## config.mk

```make
export PLATFORM = sky130hd
export DESIGN_NAME = bfc_decode
export DESIGN_NICKNAME = d
export VERILOG_FILES = /design/src/bfc_pkg.sv /design/src/bfc_decode.sv /design/src/bfc_target.sv
export SDC_FILE = /design/constraint.sdc
export NUM_CORES = 1
export LEC_CHECK = 0
export ABC_AREA = 1
export BUFFER_PORTS_ARGS = -buffer_cell sky130_fd_sc_hd__buf_2
export CORE_MARGIN = 2
export CORE_UTILIZATION = 59
export CTS_BUF_LIST = sky130_fd_sc_hd__clkbuf_4
export CTS_CLUSTER_SIZE = 25
export DETAILED_ROUTE_END_ITERATION = 10
export GPL_TIMING_DRIVEN = 0
export PLACE_DENSITY_LB_ADDON = 0.08
export SLEW_MARGIN = 25
export SYNTH_ARGS = -nofsm -noshare
export SYNTH_HDL_FRONTEND = slang
export SYNTH_SLANG_ARGS = --single-unit
```

## constraint.sdc

```tcl
create_clock -name clk_i -period 2.9 [get_ports clk_i]
set_clock_uncertainty 0.05 [all_clocks]
set_input_delay 0.58 -clock clk_i [delete_from_list [all_inputs] [get_ports clk_i]]
set_output_delay 0.58 -clock clk_i [all_outputs]
set_load 0.03 [all_outputs]
```

## src/bfc_pkg.sv

```systemverilog
package bfc_pkg;

  // ==========================================================================
  // Opcodes
  // ==========================================================================
  localparam logic [7:0] OPC_CARRY_CLEAR    = 8'he3;
  localparam logic [7:0] OPC_NEGATIVE_CLEAR = 8'he7;
  localparam logic [7:0] OPC_OVERFLOW_CLEAR = 8'he5;

  // ==========================================================================
  // Field positions and sizes
  // ==========================================================================
  localparam int OPC_MSB       = 15;
  localparam int OPC_LSB       = 8;
  localparam int OFS_MSB       = 7;
  localparam int OFS_LSB       = 0;
  localparam int PC_WIDTH      = 21;
  localparam int INSN_BYTES    = 2;
  localparam int QUARTERS      = 4;

  // ==========================================================================
  // Reset values
  // ==========================================================================
  localparam logic [1:0] PHASE_RST = 2'h0;

  typedef enum logic [1:0] {
    BFC_Q1,
    BFC_Q2,
    BFC_Q3,
    BFC_Q4
  } bfc_phase_t;

endpackage

```

## src/bfc_decode.sv

```systemverilog
// Summary of operation
// - Opcode e3 branches when carry flag is zero.
// - Opcode e7 branches when negative flag is zero.
// - Opcode e5 branches when overflow flag is zero.
// - Offset byte is signed, -128 to 127, sign-extended before use.
// - Taken target is instruction address plus 2 plus twice the offset.
// - Taken costs two cycles, second a flushing no-op; not taken costs one.
// - Quarters: decode, read offset, process, write PC only when taken.
// - Status flags never change through these branches.
`timescale 1ns/100ps

module bfc_decode #(
  parameter int PC_W = bfc_pkg::PC_WIDTH
) (
  // Clock and reset
  input  wire logic            clk_i,
  input  wire logic            arst_n_i,
  // Instruction issue
  input  wire logic            insn_valid_i,
  input  wire logic [15:0]     insn_i,
  input  wire logic [PC_W-1:0] pc_i,
  // Status flags
  input  wire logic            carry_i,
  input  wire logic            negative_i,
  input  wire logic            overflow_i,
  // Results
  output logic                 busy_o,
  output logic                 match_o,
  output logic [1:0]           phase_o,
  output logic                 pc_we_o,
  output logic [PC_W-1:0]      pc_o,
  output logic                 flush_o,
  output logic                 flags_we_o,
  output logic                 done_o
);

  // The target adder needs room for a sign-extended, doubled byte offset.
  if (PC_W < 9)
  begin : g_width_check
    $error("PC_W too narrow for a signed byte offset");
  end

  // ==========================================================================
  // Decode
  // ==========================================================================
  typedef enum logic [1:0] {
    BFC_IDLE,
    BFC_EXEC,
    BFC_NOP
  } bfc_state_t;

  function automatic logic [1:0] bfc_kind(input logic [7:0] opc);
    unique case (opc)
      bfc_pkg::OPC_CARRY_CLEAR:    bfc_kind = 2'h1;
      bfc_pkg::OPC_NEGATIVE_CLEAR: bfc_kind = 2'h2;
      bfc_pkg::OPC_OVERFLOW_CLEAR: bfc_kind = 2'h3;
      default:                     bfc_kind = 2'h0;
    endcase
  endfunction

  bfc_state_t          state_q, state_d;
  bfc_pkg::bfc_phase_t ph_q, ph_d;
  logic [1:0]          kind_q, kind_d;
  logic [7:0]          ofs_q, ofs_d;
  logic [PC_W-1:0]     addr_q, addr_d;
  logic                take_q, take_d;
  logic [PC_W-1:0]     pc_q, pc_d;
  logic                pc_we_q, pc_we_d;
  logic                flush_q, flush_d;
  logic                done_q, done_d;
  logic [PC_W-1:0]     next_pc;
  logic [PC_W-1:0]     target;
  logic                flag_sel;
  logic [7:0]          opcode;

  assign opcode = insn_i[bfc_pkg::OPC_MSB:bfc_pkg::OPC_LSB];

  bfc_target #(
    .PC_W (PC_W)
  ) u_target (
    .pc_i      (addr_q),
    .ofs_i     (ofs_q),
    .next_pc_o (next_pc),
    .target_o  (target)
  );

  // Selects the flag that the decoded opcode tests; an unknown kind never branches.
  always_comb
  begin
    unique case (kind_q)
      2'h1:    flag_sel = carry_i;
      2'h2:    flag_sel = negative_i;
      2'h3:    flag_sel = overflow_i;
      default: flag_sel = 1'b1;
    endcase
  end

  // ==========================================================================
  // Sequencer
  // ==========================================================================
  always_comb
  begin
    state_d = state_q;
    ph_d    = ph_q;
    kind_d  = kind_q;
    ofs_d   = ofs_q;
    addr_d  = addr_q;
    take_d  = take_q;
    pc_d    = pc_q;
    pc_we_d = 1'b0;
    flush_d = 1'b0;
    done_d  = 1'b0;
    unique case (state_q)
      BFC_IDLE:
      begin
        if (insn_valid_i && bfc_kind(opcode) != 2'h0)
        begin
          // Q1 of the instruction: decode.
          kind_d  = bfc_kind(opcode);
          addr_d  = pc_i;
          state_d = BFC_EXEC;
          ph_d    = bfc_pkg::BFC_Q2;
        end
      end
      BFC_EXEC:
      begin
        unique case (ph_q)
          bfc_pkg::BFC_Q2:
          begin
            ofs_d = insn_i[bfc_pkg::OFS_MSB:bfc_pkg::OFS_LSB];
            ph_d  = bfc_pkg::BFC_Q3;
          end
          bfc_pkg::BFC_Q3:
          begin
            take_d = ~flag_sel;
            ph_d   = bfc_pkg::BFC_Q4;
          end
          default:
          begin
            ph_d = bfc_pkg::BFC_Q1;
            if (take_q)
            begin
              pc_d    = target;
              pc_we_d = 1'b1;
              flush_d = 1'b1;
              state_d = BFC_NOP;
            end
            else
            begin
              pc_d    = next_pc;
              done_d  = 1'b1;
              state_d = BFC_IDLE;
            end
          end
        endcase
      end
      BFC_NOP:
      begin
        // Second cycle: the flush stands over exactly its four quarters.
        if (ph_q == bfc_pkg::BFC_Q4)
        begin
          done_d  = 1'b1;
          state_d = BFC_IDLE;
          ph_d    = bfc_pkg::BFC_Q1;
        end
        else
        begin
          flush_d = 1'b1;
          ph_d    = bfc_pkg::bfc_phase_t'(ph_q + 2'h1);
        end
      end
      default:
      begin
        // An unused state code returns the sequencer to idle.
        state_d = BFC_IDLE;
        ph_d    = bfc_pkg::BFC_Q1;
      end
    endcase
  end

  always_ff @(posedge clk_i or negedge arst_n_i)
  begin
    if (!arst_n_i)
    begin
      state_q <= BFC_IDLE;
      ph_q    <= bfc_pkg::BFC_Q1;
      kind_q  <= 2'h0;
      ofs_q   <= 8'h00;
      addr_q  <= '0;
      take_q  <= 1'b0;
      pc_q    <= '0;
      pc_we_q <= 1'b0;
      flush_q <= 1'b0;
      done_q  <= 1'b0;
    end
    else
    begin
      state_q <= state_d;
      ph_q    <= ph_d;
      kind_q  <= kind_d;
      ofs_q   <= ofs_d;
      addr_q  <= addr_d;
      take_q  <= take_d;
      pc_q    <= pc_d;
      pc_we_q <= pc_we_d;
      flush_q <= flush_d;
      done_q  <= done_d;
    end
  end

  // ==========================================================================
  // Outputs
  // ==========================================================================
  assign busy_o     = (state_q != BFC_IDLE);
  assign match_o    = insn_valid_i && (bfc_kind(opcode) != 2'h0);
  assign phase_o    = ph_q;
  assign pc_we_o    = pc_we_q;
  assign pc_o       = pc_q;
  assign flush_o    = flush_q;
  assign flags_we_o = 1'b0;
  assign done_o     = done_q;

endmodule

```

## src/bfc_target.sv

```systemverilog
`timescale 1ns/100ps

module bfc_target #(
  parameter int PC_W = 21
) (
  // Inputs
  input  wire logic [PC_W-1:0] pc_i,
  input  wire logic [7:0]      ofs_i,
  // Outputs
  output logic      [PC_W-1:0] next_pc_o,
  output logic      [PC_W-1:0] target_o
);

  logic [PC_W-1:0] ofs_ext;

  if (PC_W < 9)
  begin : g_width_check
    $error("PC_W too narrow for a signed byte offset");
  end

  // The offset is two's complement from -128 to 127, widened by its sign.
  assign ofs_ext   = PC_W'({{(PC_W-8){ofs_i[7]}}, ofs_i});
  assign next_pc_o = pc_i + PC_W'(bfc_pkg::INSN_BYTES);
  assign target_o  = next_pc_o + PC_W'({ofs_ext, 1'b0});

endmodule
```

* After elaboration in Yosys (flattened, before gate mapping)
Cells that the tools add are included.
** Word-level totals
- Bits in registers :: 60
- Logic and storage cells :: 62
** Cells by class
- Muxes and demuxes :: 21
- Bitwise logic cells :: 2
- Reductions and logical operators :: 12
- Add/sub/neg operators :: 3
- Equality and inequality tests :: 14
** Operators with widths (number)
- equality test 8 bit, second input constant :: 3
- adder 21 x 2 -> 21 bit, second input constant :: 1
- adder 21 bit :: 1
- two-way mux 21 bit :: 1
- one-hot mux 2 bit (3 select lines) :: 3
- two-way mux 2 bit :: 6
- equality test 2 bit, second input constant :: 5
- AND reduction 2 bit :: 4
- two-way mux 1 bit :: 7
- equality test 2 x 1 -> 1 bit, second input constant :: 3
- != test 2 bit, second input constant :: 3
- nonzero test 2 bit :: 3
- one-hot mux 1 bit (2 select lines) :: 2
- one-hot mux 2 bit (2 select lines) :: 1
- one-hot mux 1 bit (3 select lines) :: 1
- AND reduction 3 bit :: 1
- adder 2 x 1 -> 2 bit, second input constant :: 1
- logical AND 1 bit :: 2
- logical NOT 2 bit :: 1
- NOT 1 bit :: 2
- OR reduction 2 bit :: 1

* Logic depth before layout (Yosys ltp)
- Word-level depth :: 7
- Depth in mapped cells :: 19
- Gate-level depth less buffers :: 19

* Hierarchy
Synthesis repeated with hierarchy kept, for this count alone.
** Unflattened totals
- Cells, all modules :: 585
- Area total of the unflattened synthesis :: 4396.7 um^2
** By module, submodules not included
- bfc_decode :: cells an instance 305, sequential area each 1501.4 um^2, instances 1, area an instance 2793.9 um^2
- bfc_target :: cells an instance 280, sequential area each 0.0 um^2, instances 1, area an instance 1602.8 um^2

* Worst setup path after synthesis
OpenSTA, ideal clock, no wires.
- Path type :: reg2reg
- From :: reg addr_q[1]
- To :: reg pc_q[16] (netlist: pc_o[16])
- Buffers on the path :: 0
- Period minus slack after synthesis :: 2566 ps
- Arrival time :: 2391 ps
- Path slack :: 334 ps
- Library setup time :: 124 ps
- Cell stages (with the launch flop) :: 17
- Cell sequence :: dfrtp_1 -> ha_1 -> nand3_2 -> nor3_1 -> a31o_2 -> nand2_1 -> inv_1 -> ha_1 -> nand2_1 -> inv_1 -> a21oi_1 -> nor2_1 -> nor2_1 -> o21ai_0 -> or2_0 -> nand3_1 -> nand3_1
** Between the ends
- Longest elaborated chain between the ends :: 3
** Ends and longest elaborated chain
- start: declaration :: line bfc_decode.sv:65 : logic [PC_W-1:0] addr_q, addr_d;
- start signal: assignment :: line bfc_decode.sv:202 : addr_q <= addr_d;
- adder 21 x 2 -> 21 bit * :: line bfc_target.sv:23 : assign next_pc_o = pc_i + PC_W'(bfc_pkg::INSN_BYTES);
- adder 21 bit :: line bfc_target.sv:24 : assign target_o = next_pc_o + PC_W'({ofs_ext, 1'b0});
- two-way mux 21 bit * :: line bfc_decode.sv:141 : if (take_q)
- end signal: assignment :: line bfc_decode.sv:204 : pc_q <= pc_d;
- end: declaration :: line bfc_decode.sv:67 : logic [PC_W-1:0] pc_q, pc_d;
Mark *: on every way between the ends. The rest lies on a longest branch, timed or not.
A chain may end at the register's enable or synchronous reset.

* Final worst setup path
- From :: reg addr_q[2]
- To :: reg pc_q[20] (netlist: pc_o[20])
Same word-level chain as after synthesis.

==> flow_summary.yaml <==
outcome:
  status: "complete, no violations"
die:
  die_y_um: 89.3
  rows: 31
  ios: 72
  die_area_um2: 7980
  placeableCoreArea_um2: 7140
  start_util: 0.602
  die_x_um: 89.3
worst_setup_path:
  r2r-end: "pc_o[20]$_DFFE_PN0P_"
  arrival_ns: 3.05
  path_max_fanout: 5
  r2r.worst_path.cells: 16
  worst_setup_path_start_kind: "register"
  critPathKind: "reg -> reg"
  ff2ff_setup_slack_ns: 0.15
  cp_slowest_cell: "dfrtp_1"
  endpoint_kind: "register"
  crit_chain: "ha_4 > nand3_4 > nor3_4 > xor2_2 > inv_1 > ha_1 > nand2_1 > nor2_2 > inv_1 > nor2_1 > nand3_1 > nand3_2 > inv_1 > nand2_1 > nand2_1 > a21oi_2"
  worstReg2RegStart: "addr_q[2]$_DFFE_PN0P_"
  cp_slowest_stage_delay_ns: 0.44
  cp.required_ns: 3.20
power_and_ir_drop:
  pwr-share-comb: 0.603
  power_density_nw_per_um2: 969
  internal-power_mw: 2.41
  p_clk_frac: 0.116
  pwr-share-seq: 0.281
  p_switching_mw: 2.48
  cellLeakagePower_nw: 2.69
  switching_share: 0.507
  max-vdd-ir-drop_mv: 0.403
clock_tree:
  clockBufferDepth: 2
  cts_tree: "built"
  clk_latency_ns: 0.41
  cts.htree.levels: 3
  cts_buffers: 9
  clock_sinks: 60
  root_buffer: "clkbuf_4"
  cts_hold_buf: 0
  clk_pin_slew_ns: 0.11
routing:
  vias_per_cell: 5.34
  vias: 4142
  ant_nets: 0
  drc: 0
  first_pass_iters: 6
  wl_per_cell_um: 14.3
  wl_um: 11100
  drt_iter0_drc: 227
min_path:
  holdCritPathClass: "in -> async"
sta:
  min_period_ns: 2.75
  worst_pin_slew_ns: 0.837
  drv_slew: 0
  hold_viol: 0
  fmax_ghz: 0.363
  hold_slack_ns: 0.166
  max-slew-margin-rel: 0.442
  rsz0062_at_grt: "true"
  fin_crit_sh: 0.949
  finalSetupViolations: 0
synth:
  yosys_warnings: 0
  synth_nets: 666
  synthArstFlopShare: 1.00
  synth_seq_area_share: 0.350
  synth_area_um2: 4290
  synthCells: 590
  synth.avg_cell_area_um2: 7.28
  synth_cell_types: 48
  synth_enable_flop_cells: 0
  synthFlopType: "dfrtp_1"
  ys_seq_elements: 60
global_routing:
  antenna_found_initial: 0
  grt_pass1_vias: 3900
  grt_max_degree: 61
  grt_pass1_wl_um: 17700
  grt_overflow: 0
  grtUsageTotal: 0.290
cells_and_area:
  syn2layout_area_growth_pct: 17.6
  nFillCells: 639
  layout-drive-gt1-share: 0.214
  layout.nets: 750
  antennaDiodeCount: 0
  fin_util: 0.708
placement:
  port_buffers: 70
  place.gp.congestion: 0.917
  dp_hpwl_um: 8380
job:
  maxCapViolCount: 0
## layer usage
metal,GRT usage,routed length (µm),vias up
li1,-,-,2082
met1,0.364,4810,1879
met2,0.486,5380,161
met3,0.0545,671,20
met4,0.133,257,0
met5,0,0,-
## placed cells by master (no fill, tap or decap), types with 2 or more instances in the layout
cell / count
a21o_1: 4
a21oi_1: 35
a21oi_2: 3
and2_1: 2
buf_2: 74
buf_4: 5
clkbuf_1: 3
clkbuf_4: 10
clkinv_1: 3
dfrtp_1: 56
dfrtp_2: 4
ha_1: 28
ha_4: 3
inv_1: 74
inv_2: 4
mux2_2: 7
nand2_1: 165
nand2_2: 7
nand3_1: 46
nand3_2: 3
nand3_4: 2
nand3b_1: 2
nand4_1: 5
nor2_1: 53
nor2_2: 4
nor2_4: 2
nor3_2: 2
nor3_4: 3
nor4_1: 2
o211ai_1: 8
o21ai_0: 18
o21ai_1: 3
o21bai_1: 4
xnor2_1: 2
xor2_1: 8
xor2_2: 2
## cell usage after synthesis (5+ instances only)
cell	number	share of area
nand3_1	47	0.055
ha_1	32	0.093
o211ai_1	8	0.014
nor2_1	56	0.049
xor2_1	10	0.020
nand2_1	168	0.15
dfrtp_1	60	0.35
a21oi_1	37	0.043
buf_2	5	0.0058
o21bai_1	5	0.0087
mux2_2	7	0.018
inv_1	74	0.065
o21ai_0	19	0.022
nand4_1	5	0.0073
## worst max-delay path: cells and delay by family (launching register included)
| family | cells | cell delay (ns) |
|---|---|---|
| AO/OA/AOI/OAI | 1 | 0.11 |
| adder cells (fa/ha/maj) | 2 | 0.56 |
| buffers and inverters | 3 | 0.20 |
| AND/OR/NAND/NOR | 9 | 1.10 |
| flip-flops | 1 | 0.44 |
| XOR/XNOR | 1 | 0.22 |
## flip-flops by register name, indices dropped and copies added (netlist names)
register,cells
pc_o,21
flush_o,1
take_q,1
pc_we_o,1
kind_q,2
phase_o,2
done_o,1
ofs_q,8
state_q,2
addr_q,21
## worst max path at each step
stage / startpoint / endpoint / slack (ns) / depth (start not counted)
after floorplan: addr_q[1]$_DFFE_PN0P_ / pc_o[16]$_DFFE_PN0P_ / 0.33 / 16
after global routing: addr_q[2]$_DFFE_PN0P_ / pc_o[19]$_DFFE_PN0P_ / -0.03 / 15
final: addr_q[2]$_DFFE_PN0P_ / pc_o[20]$_DFFE_PN0P_ / 0.15 / 16
after CTS: addr_q[8]$_DFFE_PN0P_ / pc_o[20]$_DFFE_PN0P_ / 0.02 / 15
after global placement: addr_q[1]$_DFFE_PN0P_ / pc_o[14]$_DFFE_PN0P_ / -0.25 / 15
after detailed placement: addr_q[1]$_DFFE_PN0P_ / pc_o[14]$_DFFE_PN0P_ / -0.33 / 15
## through the flow
stage / instances / TNS [ns] / instance area (µm²) / setup slack [ns] / total power [mW]
floorplan: 590 / 0 / 4290 / 0.334 / 3.40
global placement: 759 / -0.927 / 4770 / -0.251 / 4.05
detailed placement: 759 / -1.47 / 4770 / -0.333 / 4.15
CTS: 775 / 0 / 4930 / 0.0189 / 4.74
global route: 776 / -0.0566 / 5050 / -0.0317 / 5.30
finish: 776 / 0 / 5050 / 0.148 / 4.89
## logic make-up after synthesis
group / Yosys count / synth area share
other: 1 / 0.000873
adders and majority gates: 33 / 0.0979
DFF: 60 / 0.350
buffers and inverters: 88 / 0.0793
xor gates and xnor gates: 12 / 0.0245
and+or+nand+nor: 306 / 0.317
AOI/OAI and AO/OA: 83 / 0.113
muxes: 7 / 0.0184
## power groups by stage
stage	Combinational, mW	Clock (mW)	Sequential [mW]
detailed placement	2.77	0	1.38
finish	2.95	0.565	1.38
CTS	2.81	0.569	1.36
global placement	2.68	0	1.37
floorplan	1.76	0	1.65
global route	3.29	0.598	1.42
## what timing repair did
| action | 4_1_cts | 5_1_grt |
|---|---|---|
| pin swaps | 1 | 2 |
| resized for setup | 6 | 24 |
| setup endpoints to repair | 10 | 11 |
| setup buffers | 2 | 1 |
## layout make-up
class / count / area (µm²) / area share
multi-input cells: 442 / 2590 / 0.512
flip-flops and latches: 60 / 1510 / 0.298
repair buffers: 73 / 375 / 0.0743
inverters: 79 / 297 / 0.0587
well taps: 99 / 124 / 0.0245
clock buffers: 10 / 75.1 / 0.0149
plain buffers: 9 / 43.8 / 0.00867
clock inverters: 4 / 42.5 / 0.00842
Note: power is estimated with default switching activity, not from simulation.
